==> config.mk <==
export PLATFORM = sky130hd
export DESIGN_NAME = tsom_mux
export DESIGN_NICKNAME = d
export VERILOG_FILES = /design/src/rtl/tsom_pkg.sv /design/src/rtl/tsom_mux.sv
export SDC_FILE = /design/constraint.sdc
export NUM_CORES = 1
export LEC_CHECK = 0
export BUFFER_PORTS_ARGS = -buffer_cell sky130_fd_sc_hd__buf_2
export CORE_ASPECT_RATIO = 1.4
export CORE_MARGIN = 10
export CORE_UTILIZATION = 49
export CTS_CLUSTER_SIZE = 40
export DETAILED_ROUTE_END_ITERATION = 10
export GPL_ROUTABILITY_DRIVEN = 0
export PLACE_DENSITY = 0.75
export REMOVE_ABC_BUFFERS = 1
export SYNTH_ARGS = -nofsm -noshare
export SYNTH_HDL_FRONTEND = slang
export SYNTH_SLANG_ARGS = --single-unit
export TNS_END_PERCENT = 30
==> constraint.sdc <==
create_clock -name clk -period 1.5 [get_ports clk]
set_input_delay 0.15 -clock clk [delete_from_list [all_inputs] [get_ports clk]]
set_output_delay 0.15 -clock clk [all_outputs]
set_load 0.005 [all_outputs]
==> src/rtl/tsom_pkg.sv <==
package tsom_pkg;
   // register addresses in the device's 10-bit register space
   localparam logic [9:0] ADDR_OSC_BIAS_CAL_READBACK = 10'h3DB;
   localparam logic [9:0] ADDR_ANALOG_PROBE_SELECT = 10'h3F8;
   localparam logic [9:0] ADDR_STRENGTH_PROBE_MUX = 10'h3F9;
   localparam logic [9:0] ADDR_PIN_FUNCTION_SELECT = 10'h3FA;
   localparam logic [9:0] ADDR_PROBE_DAC_GAIN = 10'h3FD;
   // reset values
   localparam logic [7:0] RST_ANALOG_PROBE_SELECT = 8'h00;
   localparam logic [7:0] RST_STRENGTH_PROBE_MUX = 8'h00;
   localparam logic [7:0] RST_PIN_FUNCTION_SELECT = 8'h00;
   localparam logic [7:0] RST_PROBE_DAC_GAIN = 8'h04;
   localparam logic [7:0] RST_OSC_BIAS = 8'h00;
   // field layouts
   localparam int STRENGTH_SEL_MSB = 1;
   localparam int DAC_GAIN_MSB = 3;
   // probe enable codes
   localparam logic [7:0] PROBE_STRENGTH_BUS = 8'h64;
   localparam logic [1:0] PROBE_STRENGTH_SEL = 2'h3;
   // pin function codes
   localparam logic [7:0] PF_DEFAULT = 8'h00;
   localparam logic [7:0] PF_SLICER = 8'h21;
   localparam logic [7:0] PF_LIMITER = 8'h40;
   localparam logic [7:0] PF_LIMITER_FILT = 8'h41;
   localparam logic [7:0] PF_TX_DATA = 8'h50;
   localparam logic [7:0] PF_PA_RAMP = 8'h53;
   localparam logic [7:0] PF_SPORT_FIRST = 8'hA0;
   localparam logic [7:0] PF_SPORT_LAST = 8'hA8;
   localparam logic [7:0] PF_TEST_DAC = 8'hC9;
   localparam logic [3:0] SPORT_NONE = 4'hF;
endpackage

==> src/rtl/tsom_mux.sv <==
`timescale 1ns/1ns
module tsom_mux
   import tsom_pkg::*;
(
   input wire logic clk,
   input wire logic srst,
   input wire logic regWrite,
   input wire logic regRead,
   input wire logic [9:0] regAddr,
   input wire logic [7:0] regWdata,
   output logic [7:0] regRdata,
   input wire logic calDone,
   input wire logic [7:0] calBiasValue,
   input wire logic slicerOut,
   input wire logic limQ,
   input wire logic limI,
   input wire logic limQFilt,
   input wire logic limIFilt,
   input wire logic txBit,
   input wire logic paRampDone,
   input wire logic testDacBit,
   input wire logic defaultPin0,
   input wire logic defaultPin1,
   input wire logic defaultPin2,
   input wire logic defaultPin3,
   input wire logic defaultPin5,
   output logic generalPinZero,
   output logic generalPinOne,
   output logic generalPinTwo,
   output logic interruptSharedPinThree,
   output logic generalPinFive,
   output logic analogProbePinThreeEn,
   output logic testDacEn,
   output logic [3:0] testDacGain,
   output logic [3:0] sportMode,
   output logic sportEn
);

   // pins arriving from analog blocks: two-flop synchronisers, stage one read only by stage two
   logic [8:0] syncA;
   logic [8:0] syncB;
   logic [8:0] next_syncA;
   logic [8:0] next_syncB;
   logic calDoneA;
   logic calDoneB;
   logic [7:0] calValA;
   logic [7:0] calValB;
   logic next_calDoneA;
   logic next_calDoneB;
   logic [7:0] next_calValA;
   logic [7:0] next_calValB;

   // the bias word is taken per bit; the calibrator must hold it steady while its done flag is up
   always_comb begin
      next_syncA = {testDacBit, paRampDone, txBit, limIFilt, limQFilt, limI, limQ, slicerOut, 1'b0};
      next_syncB = syncA;
      next_calDoneA = calDone;
      next_calDoneB = calDoneA;
      next_calValA = calBiasValue;
      next_calValB = calValA;
   end

   // no reset on these flops: they flush within two clocks while srst is held
   always_ff @(posedge clk) begin
      syncA <= next_syncA;
      syncB <= next_syncB;
      calDoneA <= next_calDoneA;
      calDoneB <= next_calDoneB;
      calValA <= next_calValA;
      calValB <= next_calValB;
   end

   // software registers
   logic [7:0] analogProbeSelect;
   logic [7:0] strengthProbeMux;
   logic [7:0] pinFunctionSelect;
   logic [7:0] probeDacGain;
   logic [7:0] oscBiasCal;
   logic [7:0] next_analogProbeSelect;
   logic [7:0] next_strengthProbeMux;
   logic [7:0] next_pinFunctionSelect;
   logic [7:0] next_probeDacGain;
   logic [7:0] next_oscBiasCal;
   logic [7:0] next_regRdata;

   always_comb begin
      next_analogProbeSelect = analogProbeSelect;
      next_strengthProbeMux = strengthProbeMux;
      next_pinFunctionSelect = pinFunctionSelect;
      next_probeDacGain = probeDacGain;
      next_oscBiasCal = oscBiasCal;
      if (calDoneB) begin
         next_oscBiasCal = calValB;
      end
      if (regWrite) begin
         unique case (regAddr)
            ADDR_ANALOG_PROBE_SELECT: next_analogProbeSelect = regWdata;
            ADDR_STRENGTH_PROBE_MUX: next_strengthProbeMux = regWdata;
            ADDR_PIN_FUNCTION_SELECT: next_pinFunctionSelect = regWdata;
            ADDR_PROBE_DAC_GAIN: next_probeDacGain = regWdata;
            default: ; // readback register and other addresses ignore writes
         endcase
      end
      next_regRdata = regRdata;
      if (regRead) begin
         unique case (regAddr)
            ADDR_OSC_BIAS_CAL_READBACK: next_regRdata = oscBiasCal;
            ADDR_ANALOG_PROBE_SELECT: next_regRdata = analogProbeSelect;
            ADDR_STRENGTH_PROBE_MUX: next_regRdata = strengthProbeMux;
            ADDR_PIN_FUNCTION_SELECT: next_regRdata = pinFunctionSelect;
            ADDR_PROBE_DAC_GAIN: next_regRdata = probeDacGain;
            default: next_regRdata = 8'h00;
         endcase
      end
   end

   always_ff @(posedge clk) begin
      if (srst) begin
         analogProbeSelect <= RST_ANALOG_PROBE_SELECT;
         strengthProbeMux <= RST_STRENGTH_PROBE_MUX;
         pinFunctionSelect <= RST_PIN_FUNCTION_SELECT;
         probeDacGain <= RST_PROBE_DAC_GAIN;
         oscBiasCal <= RST_OSC_BIAS;
         regRdata <= 8'h00;
      end else begin
         analogProbeSelect <= next_analogProbeSelect;
         strengthProbeMux <= next_strengthProbeMux;
         pinFunctionSelect <= next_pinFunctionSelect;
         probeDacGain <= next_probeDacGain;
         oscBiasCal <= next_oscBiasCal;
         regRdata <= next_regRdata;
      end
   end

   // strength probe decode, shared by the routing logic and its checkers
   function automatic logic probeMatch(input logic [7:0] busSel, input logic [7:0] muxSel);
      return (busSel == PROBE_STRENGTH_BUS) && (muxSel[STRENGTH_SEL_MSB:0] == PROBE_STRENGTH_SEL);
   endfunction

   // serial port codes form one contiguous run; the mode index is the offset into it
   function automatic logic isSportCode(input logic [7:0] code);
      return (code >= PF_SPORT_FIRST) && (code <= PF_SPORT_LAST);
   endfunction

   // pin routing; outputs registered so pins never glitch on a code change
   logic next_pin0;
   logic next_pin1;
   logic next_pin2;
   logic next_pin3;
   logic next_pin5;
   logic next_probeEn;
   logic next_dacEn;
   logic [3:0] next_sportMode;
   logic next_sportEn;

   always_comb begin
      next_pin0 = defaultPin0;
      next_pin1 = defaultPin1;
      next_pin2 = defaultPin2;
      next_pin3 = defaultPin3;
      next_pin5 = defaultPin5;
      next_dacEn = 1'b0;
      next_sportEn = 1'b0;
      next_sportMode = SPORT_NONE;
      next_probeEn = probeMatch(analogProbeSelect, strengthProbeMux);
      case (pinFunctionSelect)
         PF_SLICER: next_pin5 = syncB[1];
         PF_LIMITER: begin
            next_pin0 = syncB[2];
            next_pin1 = syncB[3];
         end
         PF_LIMITER_FILT: begin
            next_pin0 = syncB[4];
            next_pin1 = syncB[5];
            next_pin2 = syncB[2];
            next_pin3 = syncB[3];
         end
         PF_TX_DATA: next_pin0 = syncB[6];
         PF_PA_RAMP: next_pin0 = syncB[7];
         PF_TEST_DAC: begin
            next_pin0 = syncB[8];
            next_dacEn = 1'b1;
         end
         default: begin
            if (isSportCode(pinFunctionSelect)) begin
               next_sportEn = 1'b1;
               next_sportMode = 4'(pinFunctionSelect - PF_SPORT_FIRST);
            end
         end
      endcase
   end

   always_ff @(posedge clk) begin
      if (srst) begin
         generalPinZero <= 1'b0;
         generalPinOne <= 1'b0;
         generalPinTwo <= 1'b0;
         interruptSharedPinThree <= 1'b0;
         generalPinFive <= 1'b0;
         analogProbePinThreeEn <= 1'b0;
         testDacEn <= 1'b0;
         testDacGain <= RST_PROBE_DAC_GAIN[DAC_GAIN_MSB:0];
         sportMode <= SPORT_NONE;
         sportEn <= 1'b0;
      end else begin
         generalPinZero <= next_pin0;
         generalPinOne <= next_pin1;
         generalPinTwo <= next_pin2;
         interruptSharedPinThree <= next_pin3;
         generalPinFive <= next_pin5;
         analogProbePinThreeEn <= next_probeEn;
         testDacEn <= next_dacEn;
         testDacGain <= probeDacGain[DAC_GAIN_MSB:0];
         sportMode <= next_sportMode;
         sportEn <= next_sportEn;
      end
   end

   // checkers; an attempt starting on the release edge still meets reset state, hence the !srst terms
   // probe follows selects
   a_probe_enable: assert property (@(posedge clk) disable iff (srst)
      !srst && probeMatch(analogProbeSelect, strengthProbeMux) |=> analogProbePinThreeEn)
      else $error("strength probe not enabled");
   a_probe_off: assert property (@(posedge clk) disable iff (srst)
      !srst && !probeMatch(analogProbeSelect, strengthProbeMux) |=> !analogProbePinThreeEn)
      else $error("strength probe enabled without both selects");
   a_cal_capture: assert property (@(posedge clk) disable iff (srst)
      !srst && calDoneB |=> oscBiasCal == $past(calValB))
      else $error("bias value not captured");
   a_cal_hold: assert property (@(posedge clk) disable iff (srst)
      !srst && !calDoneB |=> $stable(oscBiasCal))
      else $error("bias readback changed without calibration");
   a_cal_read: assert property (@(posedge clk) disable iff (srst)
      !srst && regRead && regAddr == ADDR_OSC_BIAS_CAL_READBACK |=> regRdata == $past(oscBiasCal))
      else $error("bias readback data wrong");
   a_slicer_route: assert property (@(posedge clk) disable iff (srst)
      pinFunctionSelect == PF_SLICER |=> generalPinFive == $past(syncB[1]))
      else $error("slicer not on pin five");
   a_limiter_route: assert property (@(posedge clk) disable iff (srst)
      pinFunctionSelect == PF_LIMITER |=> generalPinZero == $past(syncB[2]) && generalPinOne == $past(syncB[3]))
      else $error("limiter route wrong");
   a_filt_route: assert property (@(posedge clk) disable iff (srst)
      pinFunctionSelect == PF_LIMITER_FILT |=> generalPinTwo == $past(syncB[2]) && generalPinOne == $past(syncB[5])
      && interruptSharedPinThree == $past(syncB[3]) && generalPinZero == $past(syncB[4]))
      else $error("filtered limiter route wrong");
   a_tx_route: assert property (@(posedge clk) disable iff (srst)
      pinFunctionSelect == PF_TX_DATA |=> generalPinZero == $past(syncB[6]))
      else $error("transmit data not on pin zero");
   a_ramp_route: assert property (@(posedge clk) disable iff (srst)
      pinFunctionSelect == PF_PA_RAMP |=> generalPinZero == $past(syncB[7]))
      else $error("ramp flag not on pin zero");
   a_sport_mode: assert property (@(posedge clk) disable iff (srst)
      sportEn |-> sportMode == 4'($past(pinFunctionSelect) - PF_SPORT_FIRST))
      else $error("serial mode decode wrong");
   a_sport_enable: assert property (@(posedge clk) disable iff (srst)
      !srst && isSportCode(pinFunctionSelect) |=> sportEn)
      else $error("serial mode not enabled");
   a_sport_none: assert property (@(posedge clk) disable iff (srst)
      !srst && !isSportCode(pinFunctionSelect) |=> !sportEn && sportMode == SPORT_NONE)
      else $error("serial mode enabled by other code");
   a_dac_route: assert property (@(posedge clk) disable iff (srst)
      testDacEn |-> $past(pinFunctionSelect) == PF_TEST_DAC && generalPinZero == $past(syncB[8]))
      else $error("test DAC route wrong");
   a_dac_enable: assert property (@(posedge clk) disable iff (srst)
      !srst && pinFunctionSelect == PF_TEST_DAC |=> testDacEn)
      else $error("test DAC not enabled");
   a_dac_gain: assert property (@(posedge clk) disable iff (srst)
      !srst |=> testDacGain == 4'($past(probeDacGain)))
      else $error("test DAC gain not following register");
   a_default_pins: assert property (@(posedge clk) disable iff (srst)
      !srst && pinFunctionSelect == PF_DEFAULT |=> generalPinZero == $past(defaultPin0)
      && generalPinOne == $past(defaultPin1) && generalPinTwo == $past(defaultPin2)
      && interruptSharedPinThree == $past(defaultPin3) && generalPinFive == $past(defaultPin5)
      && !sportEn && !testDacEn)
      else $error("default pin function lost");

endmodule // tsom_mux

==> impl_metrics.json, run 1 <==
{
  "hold_ws_ps": 43.0,
  "core_mm2": 0.00694,
  "period_share_pct": 89.4,
  "clkSlewWorstSetupHoldPaths_ps": 90,
  "syn2layout_area_growth_pct": 28.2,
  "postCtsSetupBuffers": 0,
  "power_density_mw_per_mm2": 1050,
  "cp-start-kind": "flip-flop",
  "leakagePower_nw": 1.92,
  "syn_area_mm2": 0.00347,
  "syn_avg_cell_area_um2": 11.1,
  "cp_slowest_stage_delay_ps": 570,
  "status": "finished clean",
  "final_cell_mix": "98 x dfxtp_1, 67 x buf_2, 58 x mux2i_1",
  "htree_levels": 3,
  "rsz0062_at_grt": "false",
  "worstMarginPinSlew_ps": 482,
  "period_minus_slack_ps": 1340,
  "synth_top_area_share_pct": 56.5,
  "cp.required_ps": 1770,
  "drt-wirelength-per-cell_um": 15.8,
  "dr.pass1.iters": 4,
  "synth_cells": 312,
  "yosysUniqueCellTypes": 44,
  "multi_input_area_mm2": 0.00141,
  "antenna_found_initial": 1,
  "grt_pass1_wl_um": 13700,
  "numCtsBuffers": 9,
  "synth_edf_count": 0,
  "num_io_pins": 68,
  "crit_type": "flip-flop to flip-flop",
  "cts_tree": "built",
  "cp_max_fo": 13,
  "ys_seq_area_share_pct": 56.5,
  "rows": 36,
  "start_util_pct": 50.1,
  "synth_area_leaders": "dfxtp_1 56%, mux2i_1 17%, nor2_1 5.9%, a211oi_1 1.7%, a22oi_1 1.5%",
  "die_w_um": 91.2,
  "drt_wl_total_um": 8270,
  "setup_viol": 0,
  "cts-root-buf": "clkbuf_8",
  "path_buf_inv": 0,
  "end_kind": "flip-flop",
  "vias_per_cell": 5.09,
  "die_area_mm2": 0.0109,
  "hold_class": "input port to flip-flop",
  "fmax_mhz": 745,
  "crit_family": "flip-flops",
  "synth-async-reset-ratio_pct": 0,
  "fillers": 610,
  "vdd_drop_max_v": 0.000757,
  "drt-initial-drc-count": 152,
  "fin_ws_ps": 159,
  "dp_slack_ps": -70.9,
  "first_global_vias": 2806,
  "cp_slowest_cell": "dfxtp_1",
  "dr_total_vias": 2664,
  "hpwl_um": 5930,
  "path_cells": "mux2i_1, o22ai_1, a22oi_1, a211oi_1",
  "cts.sinks": 98,
  "drc": 0,
  "relSlewSlack_pct": 67.8,
  "ys_warn_count": 0,
  "grt_overflow": 0,
  "nNetsFinal": 466,
  "cp_data_arrival_time_ps": 1610,
  "finalMaxSlewViolations": 0,
  "drv_cap": 0,
  "drive_gt1_share_pct": 28.8,
  "synth_area_leader_cell": "dfxtp_1",
  "final_common_cell": "dfxtp_1",
  "grt_max_degree": 21,
  "hold_viol_final": 0,
  "worst_clock_skew_ps": 10.2,
  "final_antenna_net_count": 0,
  "ys.flop_type": "dfxtp_1",
  "io_buffers": 67,
  "insertion_delay_ps": 360,
  "regArea_mm2": 0.00196,
  "grt_use_total_pct": 15.6,
  "ys_ff_latch": 98,
  "cts_buffer_depth": 2,
  "die_h_um": 120
}
[cells by family (layout without fill, tap and decap cells)]
| logic type | after synthesis | in the layout | synth area share, % |
|---|---|---|---|
| AND/OR/NAND/NOR | 101 | 101 | 16.1 |
| AO/OA/AOI/OAI | 35 | 35 | 7.13 |
| flip-flops | 98 | 98 | 56.5 |
| buffers and inverters | 19 | 134 | 3.28 |
| other | 0 | 1 | 0 |
| multiplexers | 59 | 59 | 17.0 |
[synth_stat cells (all sizes together) (2+ instances only)]
| master | instances |
|---|---|
| dfxtp | 98 |
| mux2i | 58 |
| nor2 | 55 |
| clkbuf | 9 |
| a211oi | 8 |
| a22oi | 7 |
| buf | 7 |
| o22ai | 7 |
| nand2 | 5 |
| nand2b | 5 |
| nand3b | 4 |
| nor2b | 4 |
| nor3b | 4 |
| nor4 | 4 |
| a31oi | 3 |
| nand3 | 3 |
| or4 | 3 |
| a21o | 2 |
| a21oi | 2 |
| and3 | 2 |
| inv | 2 |
| nand4 | 2 |
| nand4bb | 2 |
| nor3 | 2 |
[per-stage QoR]
step,instance area (µm²),TNS [ps],power [mW],instances,util [%]
floorplan,3370,-4400,2.84,295,-
global placement,4080,-24.6,3.01,489,58.8
detailed placement,4080,-215,3.02,489,58.8
CTS,4450,0,4.71,522,64.1
global route,4460,0,4.86,523,64.2
finish,4460,0,4.66,523,64.2
[layout make-up]
type / count / area share (%)
flip-flops and latches: 98 / 44.0
multi-input cells: 195 / 31.6
repair buffers: 116 / 17.0
clock buffers: 12 / 3.26
well taps: 95 / 2.67
clock inverters: 4 / 1.15
inverters: 2 / 0.168
diodes: 1 / 0.0562
[final timing paths]
check / slack (ps) / startpoint / end / depth (start not counted)
max reg2reg: 160 / pinFunctionSelect[1] / regRdata[1] / 4
max: 160 / pinFunctionSelect[1] / regRdata[1] / 4
min reg2reg: 330 / calValA[4] / calValB[4] / 0
min: 40 / defaultPin1 / generalPinOne / 3
[what timing repair did]
item,4_1_cts,5_1_grt
hold buffers,17,0
resized for setup,0,1
hold endpoints to repair,17,0
endpoints found under the setup margin,0,1
[report_power, final]
part           leakage [nW]  switching (mW)  internal, mW  total, mW
sequential            0.807          0.0320          2.68       2.71
combinational          1.01           0.134         0.148      0.282
clock                0.0966           0.848         0.818       1.67
total                  1.92            1.01          3.64       4.66
[layer usage]
layer	vias to the layer above	wire length [µm]	share of wire (%)	track usage, %
met5	-	0	0	0
li1	1322	-	-	-
met3	12	408	4.9	5.49
met4	0	158	1.9	6.58
met2	70	4390	53	27.9
met1	1260	3310	40	16.2
[worst register-to-register path, delay by kind of cell (launching register included)]
kind / cells / cell delay, ps
flops: 1 / 570
compound gates: 3 / 540
mux: 1 / 150
Note: power is estimated with default switching activity, not from simulation.
==> run 2: changes to the inputs <==
--- a/config.mk
+++ b/config.mk
@@ -7,7 +7,7 @@
 export LEC_CHECK = 0
 export BUFFER_PORTS_ARGS = -buffer_cell sky130_fd_sc_hd__buf_2
 export CORE_ASPECT_RATIO = 1.4
-export CORE_MARGIN = 10
+export CORE_MARGIN = 4
 export CORE_UTILIZATION = 49
 export CTS_CLUSTER_SIZE = 40
 export DETAILED_ROUTE_END_ITERATION = 10
==> run 2 against run 1 <==
Sequential share of layout area up 0.13 points; power down 0.22%; final cell count down 0.96%; global-route usage up 4.3 points; register-to-register slack worse by 20 ps; clock power about the same; critical path type unchanged; sequential cell count unchanged; non-clock buffer count down 3; wire length down 6.2%; setup slack worse by 20 ps; core utilization down 0.14 points.
==> impl_metrics.json, run 2 (same netlist as run 1, synthesis figures left out) <==
{
  "drt-wirelength-per-cell_um": 15.0,
  "dp.cells": 486,
  "drive_gt1_share_pct": 28.8,
  "core_mm2": 0.00694,
  "cp_num_cells": 4,
  "cts-root-buf": "clkbuf_8",
  "postCtsSetupBuffers": 0,
  "grt_use_total_pct": 19.9,
  "power_density_mw_per_mm2": 1050,
  "die_h_um": 108,
  "final_common_cell": "dfxtp_1",
  "path_buf_inv": 1,
  "antennaDiodeCount": 0,
  "period_minus_slack_ps": 1360,
  "cts_tree": "built",
  "fin_setup_tns_ps": 0,
  "die_w_um": 79.2,
  "hold_viol_final": 0,
  "start_util_pct": 50.1,
  "final_cell_mix": "97 x dfxtp_1, 67 x buf_2, 58 x mux2i_1",
  "numCtsBuffers": 9,
  "worstMarginPinSlew_ps": 512,
  "cts_buffer_depth": 2,
  "worst_clock_skew_ps": 8.02,
  "final_antenna_net_count": 0,
  "dr_total_vias": 2666,
  "die_area_mm2": 0.00852,
  "rsz0062_at_grt": "false",
  "cp_data_arrival_time_ps": 1660,
  "grt_pass1_wl_um": 12900,
  "relSlewSlack_pct": 65.8,
  "antenna_found_initial": 0,
  "setup_viol": 0,
  "end_kind": "flip-flop",
  "drc": 0,
  "clkSlewWorstSetupHoldPaths_ps": 90,
  "final_core_utilization_pct": 64.1,
  "syn2layout_area_growth_pct": 27.9,
  "first_global_vias": 2724,
  "cts.sinks": 98,
  "cp_slowest_cell": "dfxtp_1",
  "reg2reg_depth": 4,
  "leakagePower_nw": 1.91,
  "num_io_pins": 68,
  "rows": 36,
  "vdd_drop_max_v": 0.000856,
  "grt_overflow": 0,
  "crit_type": "flip-flop to flip-flop",
  "htree_levels": 3,
  "drt_wl_total_um": 7750,
  "status": "finished clean",
  "dr.pass1.iters": 5,
  "path_cells": "buf_4, mux2i_1, or4_1, a21oi_1",
  "hold_depth": 3,
  "cp_max_fo": 7,
  "fmax_mhz": 735,
  "period_share_pct": 90.8,
  "drt-initial-drc-count": 125,
  "drv_cap": 0,
  "hpwl_um": 5490,
  "nNetsFinal": 463,
  "hold_class": "input port to flip-flop",
  "cp.required_ps": 1800,
  "cp-start-kind": "flip-flop",
  "insertion_delay_ps": 360,
  "crit_family": "flip-flops",
  "grt_max_degree": 25,
  "cp_slowest_stage_delay_ps": 490,
  "finalMaxSlewViolations": 0,
  "hold_ws_ps": 34.1,
  "vias_per_cell": 5.15,
  "io_buffers": 67,
  "finalNonFillerCells": 518
}
==> run 2: metal layers <==
| layer | vias to the layer above | global-route usage (%) | wire (µm) |
|---|---|---|---|
| met3 | 20 | 5.19 | 359 |
| li1 | 1309 | - | - |
| met5 | - | 0 | 0 |
| met1 | 1270 | 22.5 | 3160 |
| met2 | 67 | 33.3 | 3910 |
| met4 | 0 | 11.9 | 320 |
==> run 2: report_power, final <==
| group | internal (mW) | switching, mW |
|---|---|---|
| Sequential | 2.68 | 0.0316 |
| Combinational | 0.146 | 0.135 |
| Clock | 0.811 | 0.847 |
| Total | 3.63 | 1.01 |
==> run 2: final cells by class <==
cell class	instances	area, µm²
fill	597	2490
sequential	98	1960
clock buffer	11	141
multi-input combinational	195	1420
clock inverter	4	51.3
inverter	2	7.51
tap	95	119
timing repair buffer	113	748
==> run 2: timing repair <==
item	4_1_cts	5_1_grt
hold endpoints to repair	17	0
resized for setup	0	3
hold buffers	17	0
setup endpoints to repair	0	4
==> run 2: metrics by stage <==
step                      area (µm²)  setup WS (ps)  total power, mW
after floorplan                 3370           -564             2.84
after global placement          4070           8.12             3.00
after detailed placement        4070          -27.0             3.01
after CTS                       4430           61.7             4.69
after global routing            4450           30.8             4.83
final                           4450            139             4.65
==> run 2: worst reg2reg max path: cells and delay by family (launching register included) <==
family          cells  cell delay [ps]
flops               1              490
simple gates        1              400
buf+inv             1              200
compound gates      1              140
mux                 1               70
==> run 2: path summary, 6_finish.rpt <==
check                             to            startpoint  slack [ps]
max                    generalPinOne  pinFunctionSelect[0]         140
min          interruptSharedPinThree           defaultPin3          30
max reg2reg            generalPinOne  pinFunctionSelect[0]         140
min reg2reg                 calDoneB              calDoneA         330
